$ cat src/sirq_pkg.sv
/*
 * Package for the shared interrupt multiplexer and trap priority block:
 * register offsets, field layout, source positions, trap vectors and numbers.
 * Assumes a 16-bit register port with one-cycle read latency.
 */
package sirq_pkg;
	localparam int          SIRQ_AW          = 4;
	localparam int          SIRQ_DW          = 16;
	localparam logic [3:0]  SIRQ_OFS_SEL0    = 4'h0;
	localparam logic [3:0]  SIRQ_OFS_SEL1    = 4'h1;
	localparam logic [3:0]  SIRQ_OFS_SEL2    = 4'h2;
	localparam logic [3:0]  SIRQ_OFS_SEL3    = 4'h3;
	localparam logic [3:0]  SIRQ_OFS_TRAPF   = 4'h4;
	localparam logic [3:0]  SIRQ_OFS_TRAP    = 4'h5;
	localparam int          SIRQ_EN_LSB      = 8;
	localparam int          SIRQ_FLAG_LSB    = 0;
	localparam logic [15:0] SIRQ_SEL_RESET   = 16'h0000;
	localparam logic [15:0] SIRQ_TRAPF_RESET = 16'h0000;
	// source bit positions on vectors 0..2; bit 0 is PWM on vector 2
	localparam int          SRC_CAN          = 0;
	localparam int          SRC_I2C_RX       = 1;
	localparam int          SRC_I2C_TX       = 2;
	localparam int          SRC_SSC_RX       = 3;
	localparam int          SRC_SSC_TX       = 4;
	localparam int          SRC_ASC_RX       = 5;
	localparam int          SRC_ASC_TX       = 6;
	localparam int          SRC_ASC_TB       = 7;
	// source bit positions on vector 3
	localparam int          SRC3_CAN_N1      = 0;
	localparam int          SRC3_CAN_N2      = 1;
	localparam int          SRC3_I2C_ERR     = 2;
	localparam int          SRC3_SSC_ERR     = 3;
	localparam int          SRC3_ASC_ERR     = 4;
	localparam int          SRC3_UNLOCK      = 5;
	localparam int          SRC3_PWM         = 6;
	// trap flag register bits
	localparam int          TRAPF_NMI        = 15;
	localparam int          TRAPF_STK_OVF    = 14;
	localparam int          TRAPF_STK_UNF    = 13;
	localparam int          TRAPF_UNDEF_OP   = 7;
	localparam int          TRAPF_MAC_INT    = 6;
	localparam int          TRAPF_PROT_FLT   = 3;
	localparam int          TRAPF_ILL_OPND   = 2;
	localparam int          TRAPF_ILL_INSTR  = 1;
	localparam int          TRAPF_ILL_BUS    = 0;
	// vectors and trap numbers
	localparam logic [23:0] VEC_RESET        = 24'h000000;
	localparam logic [23:0] VEC_NMI          = 24'h000008;
	localparam logic [23:0] VEC_STK_OVF      = 24'h000010;
	localparam logic [23:0] VEC_STK_UNF      = 24'h000018;
	localparam logic [23:0] VEC_CLASS_B      = 24'h000028;
	localparam logic [6:0]  TN_RESET         = 7'h00;
	localparam logic [6:0]  TN_NMI           = 7'h02;
	localparam logic [6:0]  TN_STK_OVF       = 7'h04;
	localparam logic [6:0]  TN_STK_UNF       = 7'h06;
	localparam logic [6:0]  TN_CLASS_B       = 7'h0a;
	localparam logic [6:0]  TN_RSVD_LO       = 7'h0b;
	localparam logic [6:0]  TN_RSVD_HI       = 7'h0f;
	localparam logic [3:0]  LVL_MAX          = 4'hf;
	// priority ranks, higher wins
	localparam logic [1:0]  PRIO_RESET       = 2'h3;
	localparam logic [1:0]  PRIO_CLASS_A     = 2'h2;
	localparam logic [1:0]  PRIO_CLASS_B     = 2'h1;
	localparam logic [1:0]  PRIO_NONE        = 2'h0;
	typedef enum logic [1:0] {
		SIRQ_IDLE,
		SIRQ_IN_TRAP
	} sirq_state_t;
endpackage

$ cat src/sirq_sel_if.sv
/*
 * Interface joining the top module to one shared select register slice.
 * Assumes one writer (the top) and one slice per vector.
 */
interface sirq_sel_if;
	logic        wr;
	logic [15:0] wdata;
	logic [7:0]  event_in;
	logic [15:0] value;
	logic        request;
	modport ctl (output wr, output wdata, output event_in, input value, input request);
	modport sel (input wr, input wdata, input event_in, output value, output request);
endinterface

$ cat src/sirq_select.sv
/*
 * One shared select register: enable byte high, sticky flag byte low.
 * Assumes synchronous one-cycle event pulses from the sources.
 */
module sirq_select
	import sirq_pkg::*;
#(
	parameter logic [7:0] SRC_MASK = 8'hff
) (
	input  wire logic clk_i,
	input  wire logic reset_i,
	sirq_sel_if.sel   bus
);
	logic [7:0] en_r;
	logic [7:0] flag_r;
	logic [7:0] flag_nxt;
	wire  [7:0] ev = bus.event_in & SRC_MASK;

	// set wins over a software clear in the same cycle
	always_comb begin
		flag_nxt = flag_r | ev;
		if (bus.wr) begin
			flag_nxt = (bus.wdata[SIRQ_FLAG_LSB +: 8] & SRC_MASK) | ev;
		end
	end

	always_ff @(posedge clk_i) begin
		if (reset_i) begin
			en_r   <= SIRQ_SEL_RESET[SIRQ_EN_LSB +: 8];
			flag_r <= SIRQ_SEL_RESET[SIRQ_FLAG_LSB +: 8];
		end else begin
			if (bus.wr) begin
				en_r <= bus.wdata[SIRQ_EN_LSB +: 8] & SRC_MASK;
			end
			flag_r <= flag_nxt;
		end
	end

	assign bus.value   = {en_r, flag_r};
	assign bus.request = |(en_r & flag_r);
endmodule

$ cat src/sirq_top.sv
/*
 * Shared peripheral interrupt multiplexer and trap prioritiser.
 * Assumes single clock, synchronous active-high reset, and a register port
 * with read data valid the cycle after the read strobe.
 */
// Summary of operation
// - four shared vectors, each a 16-bit register
// - upper byte holds per-source enables
// - lower byte holds per-source flags
// - only enabled sources request the vector
// - flags set even while masked
// - serial rx/tx sources on vectors 0-2 only
// - vector 3 errors, unlock, CAN, PWM
// - resets vector zero, trap zero, top priority
// - class A own vectors, second priority
// - class B share one vector and number
// - class B rank below class A
// - resets and hardware traps force level 15
// - each hardware trap sets its flag bit
// - hardware and reset trap service blocks interrupts, only higher or a reset preempts; software traps do not block
module sirq_top
	import sirq_pkg::*;
(
	input  wire logic                  clk_i,
	input  wire logic                  reset_i,
	input  wire logic [sirq_pkg::SIRQ_AW-1:0] addr_i,
	input  wire logic [sirq_pkg::SIRQ_DW-1:0] wdata_i,
	input  wire logic                  wr_i,
	input  wire logic                  rd_i,
	output logic      [sirq_pkg::SIRQ_DW-1:0] rdata_o,
	input  wire logic                  can_node_1_i,
	input  wire logic                  can_node_2_i,
	input  wire logic                  i2c_rx_i,
	input  wire logic                  i2c_tx_i,
	input  wire logic                  i2c_err_i,
	input  wire logic                  second_sync_serial_rx_i,
	input  wire logic                  second_sync_serial_tx_i,
	input  wire logic                  second_sync_serial_err_i,
	input  wire logic                  second_async_serial_rx_i,
	input  wire logic                  second_async_serial_tx_i,
	input  wire logic                  second_async_serial_tb_i,
	input  wire logic                  second_async_serial_err_i,
	input  wire logic                  pll_unlock_oscillator_watchdog_i,
	input  wire logic                  second_pwm_unit_ch3_i,
	output logic                       shared_vector_0_o,
	output logic                       shared_vector_1_o,
	output logic                       shared_vector_2_o,
	output logic                       shared_vector_3_o,
	input  wire logic                  hw_reset_i,
	input  wire logic                  sw_reset_i,
	input  wire logic                  wdt_overflow_i,
	input  wire logic                  nmi_i,
	input  wire logic                  stack_overflow_i,
	input  wire logic                  stack_underflow_i,
	input  wire logic                  undefined_opcode_i,
	input  wire logic                  mac_interruption_i,
	input  wire logic                  protected_instr_fault_i,
	input  wire logic                  illegal_operand_i,
	input  wire logic                  illegal_instr_access_i,
	input  wire logic                  illegal_bus_access_i,
	input  wire logic                  sw_trap_i,
	input  wire logic [6:0]            sw_trap_number_i,
	input  wire logic [3:0]            cpu_priority_level_i,
	input  wire logic                  trap_return_i,
	output logic                       trap_take_o,
	output logic      [23:0]           trap_vector_o,
	output logic      [6:0]            trap_number_o,
	output logic      [3:0]            trap_priority_level_o,
	output logic                       trap_active_o,
	output logic                       irq_block_o
);
	////////////////////////////////////////////////////////////////////////////
	// shared select registers

	sirq_sel_if sel_bus [4] ();
	logic [15:0] trapf_r;
	logic [15:0] rdata_r;
	logic [15:0] rd_mux;

	wire [7:0] ev_v0 = {second_async_serial_tb_i, second_async_serial_tx_i,
	                    second_async_serial_rx_i, second_sync_serial_tx_i,
	                    second_sync_serial_rx_i, i2c_tx_i, i2c_rx_i, can_node_1_i};
	wire [7:0] ev_v1 = {ev_v0[7:1], can_node_2_i};
	wire [7:0] ev_v2 = {ev_v0[7:1], second_pwm_unit_ch3_i};
	wire [7:0] ev_v3 = {1'b0, second_pwm_unit_ch3_i, pll_unlock_oscillator_watchdog_i,
	                    second_async_serial_err_i, second_sync_serial_err_i, i2c_err_i,
	                    can_node_2_i, can_node_1_i};

	wire wr_sel0 = wr_i && (addr_i == SIRQ_OFS_SEL0);
	wire wr_sel1 = wr_i && (addr_i == SIRQ_OFS_SEL1);
	wire wr_sel2 = wr_i && (addr_i == SIRQ_OFS_SEL2);
	wire wr_sel3 = wr_i && (addr_i == SIRQ_OFS_SEL3);
	wire wr_trapf = wr_i && (addr_i == SIRQ_OFS_TRAPF);

	// vectors 0..2 carry serial rx/tx; vector 3 carries errors
	assign sel_bus[0].wr       = wr_sel0;
	assign sel_bus[1].wr       = wr_sel1;
	assign sel_bus[2].wr       = wr_sel2;
	assign sel_bus[3].wr       = wr_sel3;
	assign sel_bus[0].wdata    = wdata_i;
	assign sel_bus[1].wdata    = wdata_i;
	assign sel_bus[2].wdata    = wdata_i;
	assign sel_bus[3].wdata    = wdata_i;
	assign sel_bus[0].event_in = ev_v0;
	assign sel_bus[1].event_in = ev_v1;
	assign sel_bus[2].event_in = ev_v2;
	assign sel_bus[3].event_in = ev_v3;

	sirq_select #(.SRC_MASK(8'hff)) u_sel0 (.clk_i(clk_i), .reset_i(reset_i), .bus(sel_bus[0]));
	sirq_select #(.SRC_MASK(8'hff)) u_sel1 (.clk_i(clk_i), .reset_i(reset_i), .bus(sel_bus[1]));
	sirq_select #(.SRC_MASK(8'hff)) u_sel2 (.clk_i(clk_i), .reset_i(reset_i), .bus(sel_bus[2]));
	sirq_select #(.SRC_MASK(8'h7f)) u_sel3 (.clk_i(clk_i), .reset_i(reset_i), .bus(sel_bus[3]));

	assign shared_vector_0_o = sel_bus[0].request;
	assign shared_vector_1_o = sel_bus[1].request;
	assign shared_vector_2_o = sel_bus[2].request;
	assign shared_vector_3_o = sel_bus[3].request;

	////////////////////////////////////////////////////////////////////////////
	// trap prioritisation

	wire any_reset = hw_reset_i | sw_reset_i | wdt_overflow_i;
	wire any_a     = nmi_i | stack_overflow_i | stack_underflow_i;
	wire any_b     = undefined_opcode_i | mac_interruption_i | protected_instr_fault_i |
	                 illegal_operand_i | illegal_instr_access_i | illegal_bus_access_i;

	// highest pending hardware class
	wire [1:0] req_prio = any_reset ? PRIO_RESET :
	                      any_a     ? PRIO_CLASS_A :
	                      any_b     ? PRIO_CLASS_B : PRIO_NONE;

	wire [23:0] hw_vec = any_reset         ? VEC_RESET :
	                     nmi_i             ? VEC_NMI :
	                     stack_overflow_i  ? VEC_STK_OVF :
	                     stack_underflow_i ? VEC_STK_UNF : VEC_CLASS_B;
	wire [6:0]  hw_tn  = any_reset         ? TN_RESET :
	                     nmi_i             ? TN_NMI :
	                     stack_overflow_i  ? TN_STK_OVF :
	                     stack_underflow_i ? TN_STK_UNF : TN_CLASS_B;

	sirq_state_t state_r;
	sirq_state_t state_nxt;
	logic [1:0]  cur_prio_r;
	logic [1:0]  cur_prio_nxt;

	// resets always win; otherwise only a strictly higher class preempts
	wire hw_take = (req_prio != PRIO_NONE) &&
	               (any_reset || (state_r == SIRQ_IDLE) || (req_prio > cur_prio_r));
	// reserved numbers are refused
	wire sw_rsvd = (sw_trap_number_i >= TN_RSVD_LO) && (sw_trap_number_i <= TN_RSVD_HI);
	wire sw_take = sw_trap_i && !sw_rsvd && (state_r == SIRQ_IDLE) && (req_prio == PRIO_NONE);
	wire [23:0] sw_vec = {15'h0000, sw_trap_number_i, 2'b00};

	always_comb begin
		state_nxt    = state_r;
		cur_prio_nxt = cur_prio_r;
		case (state_r)
			SIRQ_IDLE: begin
				if (hw_take) begin
					state_nxt    = SIRQ_IN_TRAP;
					cur_prio_nxt = req_prio;
				end
			end
			SIRQ_IN_TRAP: begin
				if (hw_take) begin
					cur_prio_nxt = req_prio;
				end else if (trap_return_i) begin
					state_nxt    = SIRQ_IDLE;
					cur_prio_nxt = PRIO_NONE;
				end
			end
			default: begin
				state_nxt    = SIRQ_IDLE;
				cur_prio_nxt = PRIO_NONE;
			end
		endcase
	end

	// trap flags: hardware set wins over software clear
	wire [15:0] trapf_set = ({15'h0000, illegal_bus_access_i}    << TRAPF_ILL_BUS)   |
	                        ({15'h0000, illegal_instr_access_i}  << TRAPF_ILL_INSTR) |
	                        ({15'h0000, illegal_operand_i}       << TRAPF_ILL_OPND)  |
	                        ({15'h0000, protected_instr_fault_i} << TRAPF_PROT_FLT)  |
	                        ({15'h0000, mac_interruption_i}      << TRAPF_MAC_INT)   |
	                        ({15'h0000, undefined_opcode_i}      << TRAPF_UNDEF_OP)  |
	                        ({15'h0000, stack_underflow_i}       << TRAPF_STK_UNF)   |
	                        ({15'h0000, stack_overflow_i}        << TRAPF_STK_OVF)   |
	                        ({15'h0000, nmi_i}                   << TRAPF_NMI);
	wire [15:0] trapf_nxt = (wr_trapf ? (trapf_r & wdata_i) : trapf_r) | trapf_set;

	always_ff @(posedge clk_i) begin
		if (reset_i) begin
			state_r    <= SIRQ_IDLE;
			cur_prio_r <= PRIO_NONE;
			trapf_r    <= SIRQ_TRAPF_RESET;
		end else begin
			state_r    <= state_nxt;
			cur_prio_r <= cur_prio_nxt;
			trapf_r    <= trapf_nxt;
		end
	end

	always_ff @(posedge clk_i) begin
		if (reset_i) begin
			trap_take_o           <= 1'b0;
			trap_vector_o         <= VEC_RESET;
			trap_number_o         <= TN_RESET;
			trap_priority_level_o <= 4'h0;
		end else begin
			trap_take_o <= hw_take | sw_take;
			if (hw_take) begin
				trap_vector_o         <= hw_vec;
				trap_number_o         <= hw_tn;
				trap_priority_level_o <= LVL_MAX;
			end else if (sw_take) begin
				trap_vector_o         <= sw_vec;
				trap_number_o         <= sw_trap_number_i;
				trap_priority_level_o <= cpu_priority_level_i;
			end
		end
	end

	assign trap_active_o = (state_r == SIRQ_IN_TRAP);
	assign irq_block_o   = (state_r == SIRQ_IN_TRAP);

	////////////////////////////////////////////////////////////////////////////
	// register read port

	wire [15:0] trap_status = {13'h0000, trap_active_o, cur_prio_r};

	always_comb begin
		case (addr_i)
			SIRQ_OFS_SEL0: rd_mux = sel_bus[0].value;
			SIRQ_OFS_SEL1: rd_mux = sel_bus[1].value;
			SIRQ_OFS_SEL2: rd_mux = sel_bus[2].value;
			SIRQ_OFS_SEL3: rd_mux = sel_bus[3].value;
			SIRQ_OFS_TRAPF: rd_mux = trapf_r;
			SIRQ_OFS_TRAP: rd_mux = trap_status;
			default:       rd_mux = 16'h0000;
		endcase
	end

	// flag byte readable for polling and source identification
	always_ff @(posedge clk_i) begin
		if (reset_i) begin
			rdata_r <= 16'h0000;
		end else begin
			rdata_r <= rd_i ? rd_mux : 16'h0000;
		end
	end

	assign rdata_o = rdata_r;
endmodule

$ cat config.mk
export PLATFORM = sky130hd
export DESIGN_NAME = sirq_top
export DESIGN_NICKNAME = d
export VERILOG_FILES = /design/src/sirq_pkg.sv /design/src/sirq_sel_if.sv /design/src/sirq_select.sv /design/src/sirq_top.sv
export SDC_FILE = /design/constraint.sdc
export NUM_CORES = 1
export LEC_CHECK = 0
export BUFFER_PORTS_ARGS = -buffer_cell sky130_fd_sc_hd__buf_2
export CAP_MARGIN = 20
export CORE_AREA = 8 8 132 85
export DETAILED_ROUTE_END_ITERATION = 6
export DIE_AREA = 0 0 140 93
export PLACE_DENSITY_LB_ADDON = 0.1
export RECOVER_POWER = 100
export SYNTH_ARGS = -nofsm -noshare
export SYNTH_HDL_FRONTEND = slang
export SYNTH_SLANG_ARGS = --single-unit
export TNS_END_PERCENT = 10
$ cat constraint.sdc
create_clock -name clk_i -period 3 [get_ports clk_i]
set_clock_uncertainty 0.1 [all_clocks]
set_input_delay 0.15 -clock clk_i [delete_from_list [all_inputs] [get_ports clk_i]]
set_output_delay 0.15 -clock clk_i [all_outputs]
set_load 0.1 [all_outputs]
# ---- Word level (Yosys, flattened, before mapping)
# Cells that the tools add are included.
# W data, S select, Z words.
dict set report classes {
  muxes 30
  eq_ne 10
  n_reduce_logical 25
  n_bitwise 33
  n_lt_le_gt_ge 3
}
# operator count
set op_table {}
lappend op_table {{$pmux W16 S6} 1}
lappend op_table {{$mux W24} 2}
lappend op_table {{$or A8 B8 Y8} 6}
lappend op_table {{$mux W8} 4}
lappend op_table {{$reduce_or A8 Y1} 4}
lappend op_table {{$and A8 B8 Y8} 3}
lappend op_table {{$mux W4} 6}
lappend op_table {{$mux W6} 4}
lappend op_table {{$and A16 B16 Y16} 1}
lappend op_table {{$mux W16} 1}
lappend op_table {{$or A15 B16 Y16} 1}
lappend op_table {{$or A16 B16 Y16} 1}
lappend op_table {{$or A14 B15 Y15} 1}
lappend op_table {{$mux W2} 7}
lappend op_table {{$mux W7} 2}
lappend op_table {{$or A8 B14 Y14} 1}
lappend op_table {{$logic_and A1 B1 Y1} 10}
lappend op_table {{$or A1 B1 Y1} 10}
lappend op_table {{$and A7 B8 Y8} 1}
lappend op_table {{$eq A4 B2 Y1 const B} 2}
lappend op_table {{$eq A4 B3 Y1 const B} 2}
lappend op_table {{$or A7 B8 Y8} 1}
lappend op_table {{$or A8 B7 Y8} 1}
lappend op_table {{$pmux W2 S2} 2}
lappend op_table {{22 further kinds} 27}
dict set report word_totals {
  elab_cells 117
  output_inout_bits 58
  inputBits 63
  regBits 135
}

# ---- Longest topological paths before layout
# Gate-level depths: netlist of the first run.
dict set report logic_depth {
  depth_word 13
  mapped_depth 12
  depth_no_buf 11
}

# ---- Modules after synthesis
# From an unflattened synthesis of the first run, not the netlist that was laid out.
dict set report hier_totals {
  cells_unflattened 525
  area_unflattened_um2 4966.0
}
# mod seq_area_each_um2 area_each_um2 instances cells_per_inst
set by_module_without_submodules {}
lappend by_module_without_submodules {sirq_top 940.9 2403.6 1 271}
lappend by_module_without_submodules {{sirq_select (u_sel0 ...)} 320.3 656.9 3 65}
lappend by_module_without_submodules {{sirq_select (u_sel3)} 280.3 591.8 1 59}

# ---- Worst setup path after synthesis of the first run
# OpenSTA, ideal clock, no wires.
dict set report synth_timing {
  path_kind {flip-flop to flip-flop}
  start {reg state_r[0]}
  end {reg cur_prio_r[0]}
  path_stages_with_launch 8
  n_path_buf 1
  t_required_ns 2.785
  setup_ns 0.115
  arrival_time_ns 2.659
  setup_slack_ns 0.126
  cell_sequence {dfxtp_1 inv_1 o31a_1 o22ai_1 buf_2 ha_1 nor3_1 a2111oi_0}
}
dict set report synth_via {
  elab_chain_cells 6
  word_cells_on_any_way 10
  classes_between {3 x eq/ne; 2 x mux; 5 x reduce/logical}
}
# item line_no
set synth_lines {}
lappend synth_lines {{from (decl)} sirq_top.sv:141} ;# sirq_state_t state_r;
lappend synth_lines {{from (signal assigned)} sirq_top.sv:197} ;# state_r <= state_nxt;
lappend synth_lines {{$logic_not A2 Y1} {sirq_top.sv:148, sirq_top.sv:157}}
lappend synth_lines {{$logic_or A1 B1 Y1 (2 in a row)} sirq_top.sv:148} ;# (any_reset || (state_r == SIRQ_IDLE) || (req_prio > cur_prio_r));
lappend synth_lines {{$logic_and A1 B1 Y1} sirq_top.sv:147} ;# wire hw_take = (req_prio != PRIO_NONE) &&
lappend synth_lines {{$mux W2 (tied with other cells)} sirq_top.sv:165} ;# if (hw_take) begin
lappend synth_lines {{$pmux W2 S2 or $reduce_and A2 Y1 (tied branches)} -}
lappend synth_lines {{to (signal assigned)} sirq_top.sv:198} ;# cur_prio_r <= cur_prio_nxt;
lappend synth_lines {{to (decl)} sirq_top.sv:143} ;# logic [1:0] cur_prio_r;
# Parallel ways exist; a longest one is shown, timed or not.
# A chain may end at the register's enable or synchronous reset.

# ---- Final worst setup path of the first run
dict set report layout_timing {
  start {in stack_underflow_i}
  end {reg cur_prio_r[0]}
}
dict set report layout_via {
  elab_chain_cells 8
  word_cells_on_any_way 13
  classes_between {1 x order compare; 2 x eq/ne; 5 x mux; 1 x bitwise; 4 x reduce/logical}
}
# item line_no
set layout_lines {}
lappend layout_lines {{from (decl)} sirq_top.sv:54} ;# input wire logic stack_underflow_i,
lappend layout_lines {{$or A1 B1 Y1 *} sirq_top.sv:123} ;# wire any_a = nmi_i | stack_overflow_i | stack_underflow_i;
lappend layout_lines {{$mux W2 *} sirq_top.sv:129} ;# any_a ? PRIO_CLASS_A :
lappend layout_lines {{$mux W2 *} sirq_top.sv:128} ;# wire [1:0] req_prio = any_reset ? PRIO_RESET :
lappend layout_lines {{$gt A2 B2 Y1} sirq_top.sv:148}
lappend layout_lines {{$logic_or A1 B1 Y1} sirq_top.sv:148}
lappend layout_lines {{$logic_and A1 B1 Y1} sirq_top.sv:147}
lappend layout_lines {{$mux W2 (tied with other cells)} sirq_top.sv:165}
lappend layout_lines {{$pmux W2 S2 or $reduce_and A2 Y1 (tied branches)} -}
# Every way passes the cells marked *; elsewhere a longest branch is shown, timed or not. The select of a mux whose other input is x is not followed.

==> results.yml, run 1 <==
status:
  outcome: "finished clean"
finish:
  final_cells: 825
  multi_input_area_mm2: 0.00217
  drive_gt1_share_pct: 14.3
  syn2layout_area_growth_pct: 23.0
  num_antenna_cells: 0
  fin_util_pct: 62.3
  final_nets: 766
  final.fill_count: 879
  final-seq-area_mm2: 0.00218
clocking:
  clock-sinks: 109
  cts_made_buffers: 9
  clk_path_buf_depth: 2
  cts-htree-levels: 3
  cts_tree: "yes"
  cts.reportedPaths.clkPinSlew_ps: 70
  clkLatencyLatePin_ps: 350
  clockRootBuffer: "clkbuf_16"
setup_path:
  cp_data_required_time_ps: 3130
  crit_type: "in -> reg"
  cp-start-kind: "input port"
  crit_fanout: 4
  crit_arrival_ps: 2960
  r2r.worst_path.cells: 8
  crit_path_end_kind: "flop"
  rr_endpoint: "cur_prio_r[0]"
  regToRegSetupSlack_ps: 740
  rr_startpoint: "cur_prio_r[1]"
die:
  ios: 121
  start_util_pct: 50.7
  fp.dieW_um: 140
  die-area_mm2: 0.0130
  core_area_mm2: 0.00939
  num_rows: 28
  fp.dieH_um: 93
place:
  io_buffers: 103
  dp_hpwl_mm: 12.2
  globalplace.congestion: 0.937
  dp.cells: 769
logic_synthesis:
  ys_ff_latch: 109
  synth.distinct_cells: 44
  ys.warnings.count: 0
  synth_top_cell_area_share_pct: 45.9
  yosys.area.top_type: "dfxtp_1"
  synth_flop_cell: "dfxtp_1"
  syn_area_per_cell_um2: 8.29
  syn_area_mm2: 0.00476
  synthArstFlopShare_pct: 0
  yosysSeqAreaShare_pct: 45.9
  synth_area_leaders: "dfxtp_1 46%, nand2_1 12%, a22oi_1 7.3%"
  synth_edf_count: 0
  syn-instance-count: 574
power:
  p_int_mw: 2.22
  clockPowerShare_pct: 36.5
  swShare_pct: 30.7
  ir_drop_mv: 0.402
  p_sw_uw: 982
  combPwrFrac_pct: 14.9
  seqPwrFrac_pct: 48.6
  leakage_nw: 2.32
  p_per_area_mw_per_mm2: 547
global_routing:
  grt_first_pass_wirelength_mm: 26.6
  grt-ovfl-total: 0
  grt_max_degree: 83
  grt_usage_pct: 26.2
  first_global_vias: 4713
  antenna_found_initial: 0
detailed_routing:
  wl_per_cell_um: 20.8
  route.detailed.drc: 0
  drtAntennaViolNets: 0
  drt_iter0_drc: 561
  dr.pass1.iters: 7
  vias_per_cell: 5.89
  wl_mm: 17.1
  vias: 4858
hold_path:
  hp-class: "in -> reg"
  worst_hold_path.endpoint: "state_r[0]"
  min_from: "trap_return_i"
  hold_path_depth: 4
timing:
  setup_viol: 0
  tns_ps: 0
  tightest_slew_ps: 1190
  rsz0062_at_grt: "false"
  finalMaxSlewViolations: 0
  hold_violations: 0
  maxSlewHeadroom_pct: 20.7
  finalCritPeriodShare_pct: 94.5
  period_needed_ps: 2840
  fmaxAchievable_mhz: 353
  whs_ps: 6.34
job:
  maxCapViolCount: 0
[per-layer routing]
layer	track usage (%)	wire, µm	vias to the layer above
li1	-	-	2234
met1	37.0	7730	2321
met2	38.7	7190	289
met3	8.85	2100	14
met4	3.86	102	0
met5	0	0	-
[what timing repair did]
item                                    CTS  global route
hold buffers                             37             0
resized for setup                         0             1
endpoints found under the setup margin    0             1
setup buffers                             0             3
hold endpoints to repair                 66             0
[final cells by class]
cell class	count	share of cell area, %
timing repair buffer	158	16.4
inverter	27	1.73
clock buffer	10	3.91
sequential	109	37.3
clock inverter	6	1.07
tap	120	2.57
multi-input combinational	395	37.1
[stage by stage]
step / total power, mW / setup WS, ps / cell area (µm²)
after CTS: 3.21 / 33.8 / 5920
final: 3.20 / 165 / 5850
after global placement: 2.02 / 315 / 5260
after floorplan: 1.90 / 126 / 4820
after global routing: 3.30 / 52.4 / 5850
after detailed placement: 2.02 / 244 / 5260
[Yosys cell counts, types with 4 or more instances]
master / n
o21ai_0: 10
nor2_1: 9
a21oi_1: 51
and2_0: 4
clkbuf_1: 22
mux2i_1: 8
o211a_1: 7
a31oi_1: 46
inv_1: 27
a22oi_1: 46
buf_4: 26
buf_2: 9
dfxtp_1: 109
nand3_1: 7
nand2_1: 150
[critical path: stages]
cell,delay (ps)
dlygate4sd3_1,530
clkbuf_1,130
nor3_1,270
nand2_1,190
ha_1,330
nor2b_1,130
o31a_1,270
o22ai_1,240
ha_1,270
nor3_1,70
a2111oi_0,360
[kinds of logic after synthesis]
kind of cell / Yosys count / share of synthesized area [%]
AOI/OAI and AO/OA: 173 / 23.5
other: 1 / 0.0788
DFF: 109 / 45.9
and+or+nand+nor: 191 / 18.1
adders and majority gates: 3 / 0.789
muxes: 11 / 2.39
buffers and inverters: 86 / 9.26
[cell usage in the layout, fill, tap and decap left out, types with 8 or more instances in the layout]
cell type,Yosys,layout
dfxtp_1,109,109
buf_2,9,59
o21ai_0,10,10
clkbuf_16,0,9
clkbuf_1,22,47
a21oi_1,51,50
mux2i_1,8,8
dlygate4sd3_1,0,37
a31oi_1,46,46
a22oi_1,46,46
nand2_1,150,150
nor2_1,9,9
buf_4,26,16
inv_1,27,27
conb_1,1,17
[power groups by stage]
stage / registers [mW] / logic (mW) / clock network [mW]
2_1_floorplan: 1.62 / 0.282 / 0
3_3_place_gp: 1.58 / 0.432 / 0
3_5_place_dp: 1.58 / 0.435 / 0
4_1_cts: 1.55 / 0.475 / 1.18
6_report: 1.56 / 0.476 / 1.17
5_1_grt: 1.56 / 0.505 / 1.23
[worst max path at each step]
stage | from | end | slack (ps)
4_1_cts | mac_interruption_i | cur_prio_r[0] | 30
5_1_grt | stack_underflow_i | cur_prio_r[0] | 50
6_report | stack_underflow_i | cur_prio_r[0] | 160
2_1_floorplan | state_r[0] | cur_prio_r[0] | 130
3_3_place_gp | mac_interruption_i | cur_prio_r[0] | 320
3_5_place_dp | mac_interruption_i | cur_prio_r[0] | 240
[sequential cells by signal (all words and copies together) (netlist names), 4 cells and up]
register	flops
u_sel2.flag_r	8
trapf_r	16
u_sel1.en_r	8
u_sel0.en_r	8
rdata_o	16
u_sel0.flag_r	8
u_sel1.flag_r	8
u_sel3.en_r	7
trap_number_o	7
u_sel2.en_r	8
u_sel3.flag_r	7
trap_priority_level_o	4
No activity file was read; power rests on OpenSTA's default activity.
==> run 2: changes to the inputs <==
--- a/config.mk
+++ b/config.mk
@@ -7,9 +7,9 @@
 export LEC_CHECK = 0
 export BUFFER_PORTS_ARGS = -buffer_cell sky130_fd_sc_hd__buf_2
 export CAP_MARGIN = 20
-export CORE_AREA = 8 8 132 85
+export CORE_AREA = 10 10 134 87
 export DETAILED_ROUTE_END_ITERATION = 6
-export DIE_AREA = 0 0 140 93
+export DIE_AREA = 0 0 144 97
 export PLACE_DENSITY_LB_ADDON = 0.1
 export RECOVER_POWER = 100
 export SYNTH_ARGS = -nofsm -noshare
==> run 2 against run 1 <==
- combinational power grew 2%
- final cell count grew 0.12%
- highest routed layer unchanged
- global-route usage shrank 3.2 points
- sequential share of layout area shrank 0.43 points
- largest cell class is now multi-input gates
- worst setup slack lost 100 ps
- wire length shrank 0.75%
==> results.yml, run 2 (synthesis results as in run 1) <==
global_routing:
  grt_first_pass_wirelength_mm: 25.4
  grt_max_degree: 57
  grt_usage_pct: 23.0
  first_global_vias: 4567
  grt-ovfl-total: 0
  antenna_found_initial: 0
detailed_routing:
  dr.pass1.iters: 5
  drt_iter0_drc: 509
  vias_per_cell: 5.94
  route.detailed.drc: 0
  wl_per_cell_um: 20.6
  vias: 4910
  drtAntennaViolNets: 0
  wl_mm: 17.0
place:
  dp_hpwl_mm: 11.9
  globalplace.congestion: 0.924
  io_buffers: 103
timing:
  setup_viol: 0
  period_needed_ps: 2940
  maxSlewHeadroom_pct: 11.1
  finalCritPeriodShare_pct: 97.9
  whs_ps: 9.06
  tightest_slew_ps: 1330
  finalMaxSlewViolations: 0
  fmaxAchievable_mhz: 341
  hold_violations: 0
hold_path:
  hp-class: "in -> reg"
clocking:
  cts-htree-levels: 3
  clock-sinks: 109
  cts_made_buffers: 9
  cts_tree: "yes"
  clockRootBuffer: "clkbuf_16"
  clkLatencyLatePin_ps: 360
  cts.reportedPaths.clkPinSlew_ps: 70
  clk_path_buf_depth: 2
setup_path:
  crit_path_end_kind: "flop"
  crit_fanout: 6
  worstPathCellList: "dlygate4sd3_1 > buf_2 > nor4_4 > nand3_2 > a21oi_1 > ha_1 > nand3_1 > o31a_1 > o22ai_2 > ha_2 > a21o_1 > a2111oi_1"
  cp-start-kind: "input port"
  critical_path.max_stage_delay_ps: 540
  critPathTopFamily: "compound AO/OA/AOI/OAI gates"
  crit_type: "in -> reg"
  cp.buffers_inverters: 2
  critPathSlowestCell: "dlygate4sd3_1"
  cp_data_required_time_ps: 3110
  crit_arrival_ps: 3050
power:
  p_int_mw: 2.23
  p_sw_uw: 976
  ir_drop_mv: 0.308
  combPwrFrac_pct: 15.1
  seqPwrFrac_pct: 48.5
  clockPowerShare_pct: 36.3
  swShare_pct: 30.4
  p_per_area_mw_per_mm2: 542
  leakage_nw: 2.34
status:
  outcome: "finished clean"
finish:
  fin_util_pct: 65.1
  final_cell_mix: "150 x nand2_1, 109 x dfxtp_1, 60 x buf_2"
  final.fill_count: 772
  drive_gt1_share_pct: 14.2
  syn2layout_area_growth_pct: 24.4
  final_nets: 771
  multi_input_area_mm2: 0.00219
  layout_commonest_cell: "nand2_1"
  num_antenna_cells: 0
  final-seq-area_mm2: 0.00218
die:
  core_area_mm2: 0.00909
  fp.dieH_um: 97
  num_rows: 27
  ios: 121
  fp.dieW_um: 144
  die-area_mm2: 0.0140
  start_util_pct: 52.3
job:
  maxCapViolCount: 0
run 2: cell type report:
cell class              count  area share (%)
multi-input cells         395            37.1
flip-flops and latches    109            36.9
repair buffers            163            17.1
clock buffers              11            4.10
well taps                 116            2.45
inverters                  27            1.71
clock inverters             5           0.719
run 2: path summary, 6_finish.rpt:
check | from | end | slack [ps] | depth (start not counted)
worst max-delay path | mac_interruption_i | cur_prio_r[0] | 60 | 12
worst min register to register | trapf_r[4] | trapf_r[4] | 350 | 1
worst min-delay path | wdata_i[6] | u_sel1.flag_r[6] | 9 | 3
worst max register to register | cur_prio_r[1] | cur_prio_r[0] | 660 | 8
run 2: what timing repair did:
item	CTS	global route
hold buffers	45	0
resized for setup	0	4
buffers inserted	0	4
setup endpoints to repair	0	2
endpoints found under the hold margin	78	0
run 2: worst min-delay path, cell delays in order:
cell	delay (ps)
buf_2	130
nand2_1	60
a31oi_1	70
run 2: power by group through the flow:
stage | sequential [mW] | clock [mW] | combinational (mW)
after floorplan | 1.62 | 0 | 0.282
after global placement | 1.58 | 0 | 0.425
after detailed placement | 1.59 | 0 | 0.430
after CTS | 1.55 | 1.17 | 0.479
after global routing | 1.56 | 1.23 | 0.514
final | 1.56 | 1.17 | 0.486
run 2: metal layers:
| metal | global-route usage [%] | part of all wire, % | wire length (µm) |
|---|---|---|---|
| met4 | 5.74 | 1.3 | 221 |
| met5 | 0 | 0 | 0 |
| met3 | 7.80 | 13 | 2240 |
| met2 | 31.8 | 41 | 7000 |
| met1 | 33.0 | 44 | 7540 |
run 2: per-stage QoR:
step	setup TNS, ps	setup WS [ps]	power [mW]	std cells	instance area [µm²]
2_1_floorplan	0	126	1.90	590	4820
3_3_place_gp	0	358	2.01	761	5230
3_5_place_dp	0	167	2.02	761	5230
4_1_cts	0	20.3	3.21	822	5960
5_1_grt	-66.5	-66.5	3.30	826	5920
6_report	0	63.4	3.21	826	5920
==> run 3: changes to the inputs <==
--- a/config.mk
+++ b/config.mk
@@ -7,12 +7,14 @@
 export LEC_CHECK = 0
 export BUFFER_PORTS_ARGS = -buffer_cell sky130_fd_sc_hd__buf_2
 export CAP_MARGIN = 20
-export CORE_AREA = 10 10 134 87
+export CORE_AREA = 10 10 136 88
+export CTS_CLUSTER_SIZE = 24
 export DETAILED_ROUTE_END_ITERATION = 6
-export DIE_AREA = 0 0 144 97
+export DIE_AREA = 0 0 146 98
 export PLACE_DENSITY_LB_ADDON = 0.1
 export RECOVER_POWER = 100
 export SYNTH_ARGS = -nofsm -noshare
 export SYNTH_HDL_FRONTEND = slang
+export SYNTH_HIERARCHICAL = 1
 export SYNTH_SLANG_ARGS = --single-unit
 export TNS_END_PERCENT = 10
==> run 3 against run 2 <==
- die area increased by 2.4%
- design area decreased by 1.3%
- maximum frequency increased by 5.3%
- first-iteration DRC count decreased by 2.8%
- sequential power about the same
- via count decreased by 11%
- combinational power decreased by 2%
- final cell count decreased by 6.1%
- largest cell class unchanged
- largest power group unchanged
- highest routed layer unchanged
==> results.yml, run 3 <==
timing:
  setup_viol: 0
  finalMaxSlewViolations: 0
  tightest_slew_ps: 1260
  fmaxAchievable_mhz: 358
  period_needed_ps: 2790
  hold_violations: 0
  finalCritPeriodShare_pct: 93.0
  whs_ps: 10.3
  rsz0062_at_grt: "false"
  maxSlewHeadroom_pct: 16.6
  finalWorstSetupSlack_ps: 210
  tns_ps: 0
power:
  p_sw_uw: 898
  p_int_mw: 2.23
  ir_drop_mv: 0.341
  leakage_nw: 2.23
  clockPowerShare_pct: 35.3
  seqPwrFrac_pct: 49.5
  swShare_pct: 28.7
  combPwrFrac_pct: 15.2
  total_power_mw: 3.13
  p_per_area_mw_per_mm2: 536
finish:
  postLayoutCellArea_mm2: 0.00584
  final_cell_mix: "109 x dfxtp_1, 71 x mux2i_1, 64 x a21oi_1"
  fin_util_pct: 61.1
  drive_gt1_share_pct: 14.0
  final.fill_count: 874
  syn2layout_area_growth_pct: 17.7
  layout_commonest_cell: "dfxtp_1"
  final_nets: 704
  num_antenna_cells: 0
  final_cells: 776
clocking:
  cts_tree: "yes"
  cts-htree-levels: 3
  clkLatencyLatePin_ps: 340
  cts_made_buffers: 9
  cts_setup_buffers: 0
  clk_path_buf_depth: 2
  clock-sinks: 109
  cts.reportedPaths.clkPinSlew_ps: 70
  clockRootBuffer: "clkbuf_16"
logic_synthesis:
  yosysSeqAreaShare_pct: 43.9
  yosys.area.top_type: "dfxtp_1"
  synth_top_cell_area_share_pct: 43.9
  synth_most_common_cell: "dfxtp_1"
  synthArstFlopShare_pct: 0
  ys_ff_latch: 109
  synth_area_leaders: "dfxtp_1 44%, mux2i_1 14%, a21oi_1 6.6%"
  syn_area_per_cell_um2: 9.46
  synth.distinct_cells: 44
  ys.warnings.count: 6
  synth_flop_cell: "dfxtp_1"
  syn_area_mm2: 0.00497
  syn-instance-count: 525
  ys_top_cells_by_count: "109 x dfxtp_1, 71 x mux2i_1, 65 x a21oi_1"
  synth_edf_count: 0
global_routing:
  grt_max_degree: 95
  grt-ovfl-total: 0
  use_met3_pct: 4.56
  busiest_layer: "met2"
  antenna_found_initial: 0
  use_met2_pct: 30.0
  grt_first_pass_wirelength_mm: 23.5
  grtUsageMet1_pct: 28.7
  first_global_vias: 4258
  grt_usage_pct: 20.1
detailed_routing:
  vias_per_cell: 5.65
  wl_per_cell_um: 19.2
  drt_iter0_drc: 495
  wl_mm: 14.9
  drtAntennaViolNets: 0
  dr.pass1.iters: 6
  route.detailed.drc: 0
  vias: 4387
status:
  outcome: "finished clean"
place:
  dp.cells: 735
  io_buffers: 103
  dpl_worst_slack_ps: 140
  postPlaceCellArea_mm2: 0.00540
  globalplace.congestion: 0.900
  dp_hpwl_mm: 10.6
setup_path:
  crit_arrival_ps: 2950
  crit_path_end_kind: "flop"
  crit_fanout: 5
  cp_data_required_time_ps: 3160
  cp-start-kind: "input port"
  crit_type: "in -> reg"
die:
  num_rows: 28
  ios: 121
  start_util_pct: 51.9
  core_area_mm2: 0.00956
  die-area_mm2: 0.0143
  fp.dieH_um: 98
  fp.dieW_um: 146
job:
  maxCapViolCount: 0
hold_path:
  hp-class: "in -> reg"
[run 3: timing repair]
action,4_1_cts,5_1_grt
hold buffers,27,0
setup endpoints to repair,0,2
resized for setup,0,4
endpoints found under the hold margin,44,0
[run 3: kinds of logic after synthesis]
| logic type | share of synthesized area (%) |
|---|---|
| other cells | 0.151 |
| flops | 43.9 |
| buf+inv | 12.2 |
| fa+ha+maj | 0.756 |
| mux | 14.8 |
| simple gates | 11.1 |
| compound gates | 17.1 |
[run 3: path summary, 6_finish.rpt]
| check | start | end | slack [ps] | cells past startpoint |
|---|---|---|---|---|
| max | nmi_i | trap_number_o[1] | 210 | 12 |
| min | sw_trap_number_i[4] | trap_number_o[4] | 10 | 3 |
| max reg2reg | cur_prio_r[1] | trap_number_o[1] | 850 | 9 |
| min reg2reg | trapf_r[8] | trapf_r[8] | 380 | 1 |
[run 3: area by class of cell]
| class | instances | area, µm² | share of cell area, % |
|---|---|---|---|
| clock buffer | 13 | 260 | 4.45 |
| sequential | 109 | 2180 | 37.3 |
| inverter | 44 | 165 | 2.83 |
| timing repair buffer | 144 | 805 | 13.8 |
| multi-input combinational | 330 | 2250 | 38.6 |
| tap | 135 | 169 | 2.89 |
| clock inverter | 1 | 7.51 | 0.128 |
[run 3: worst max-delay path: stages]
cell           delay [ps]
dlygate4sd3_1         540
buf_2                 140
nor3_1                440
nand2_1               120
ha_1                  310
nor2b_1               140
o31ai_1               310
a21oi_2               100
inv_1                  90
clkbuf_1              300
nand3b_1              130
a31oi_1               180
[run 3: power groups by stage]
| stage | logic [mW] | registers, mW | clock network (mW) |
|---|---|---|---|
| after floorplan | 0.301 | 1.62 | 0 |
| after global placement | 0.441 | 1.58 | 0 |
| after detailed placement | 0.448 | 1.58 | 0 |
| after CTS | 0.475 | 1.55 | 1.13 |
| after global routing | 0.508 | 1.55 | 1.18 |
| final | 0.476 | 1.55 | 1.10 |
[run 3: per-layer routing]
metal	part of all wire (%)	vias to the layer above	wire length [µm]
met5	0	-	0
met4	1.4	0	213
met3	7.3	20	1090
met2	43	219	6350
met1	49	2098	7220
li1	-	2050	-
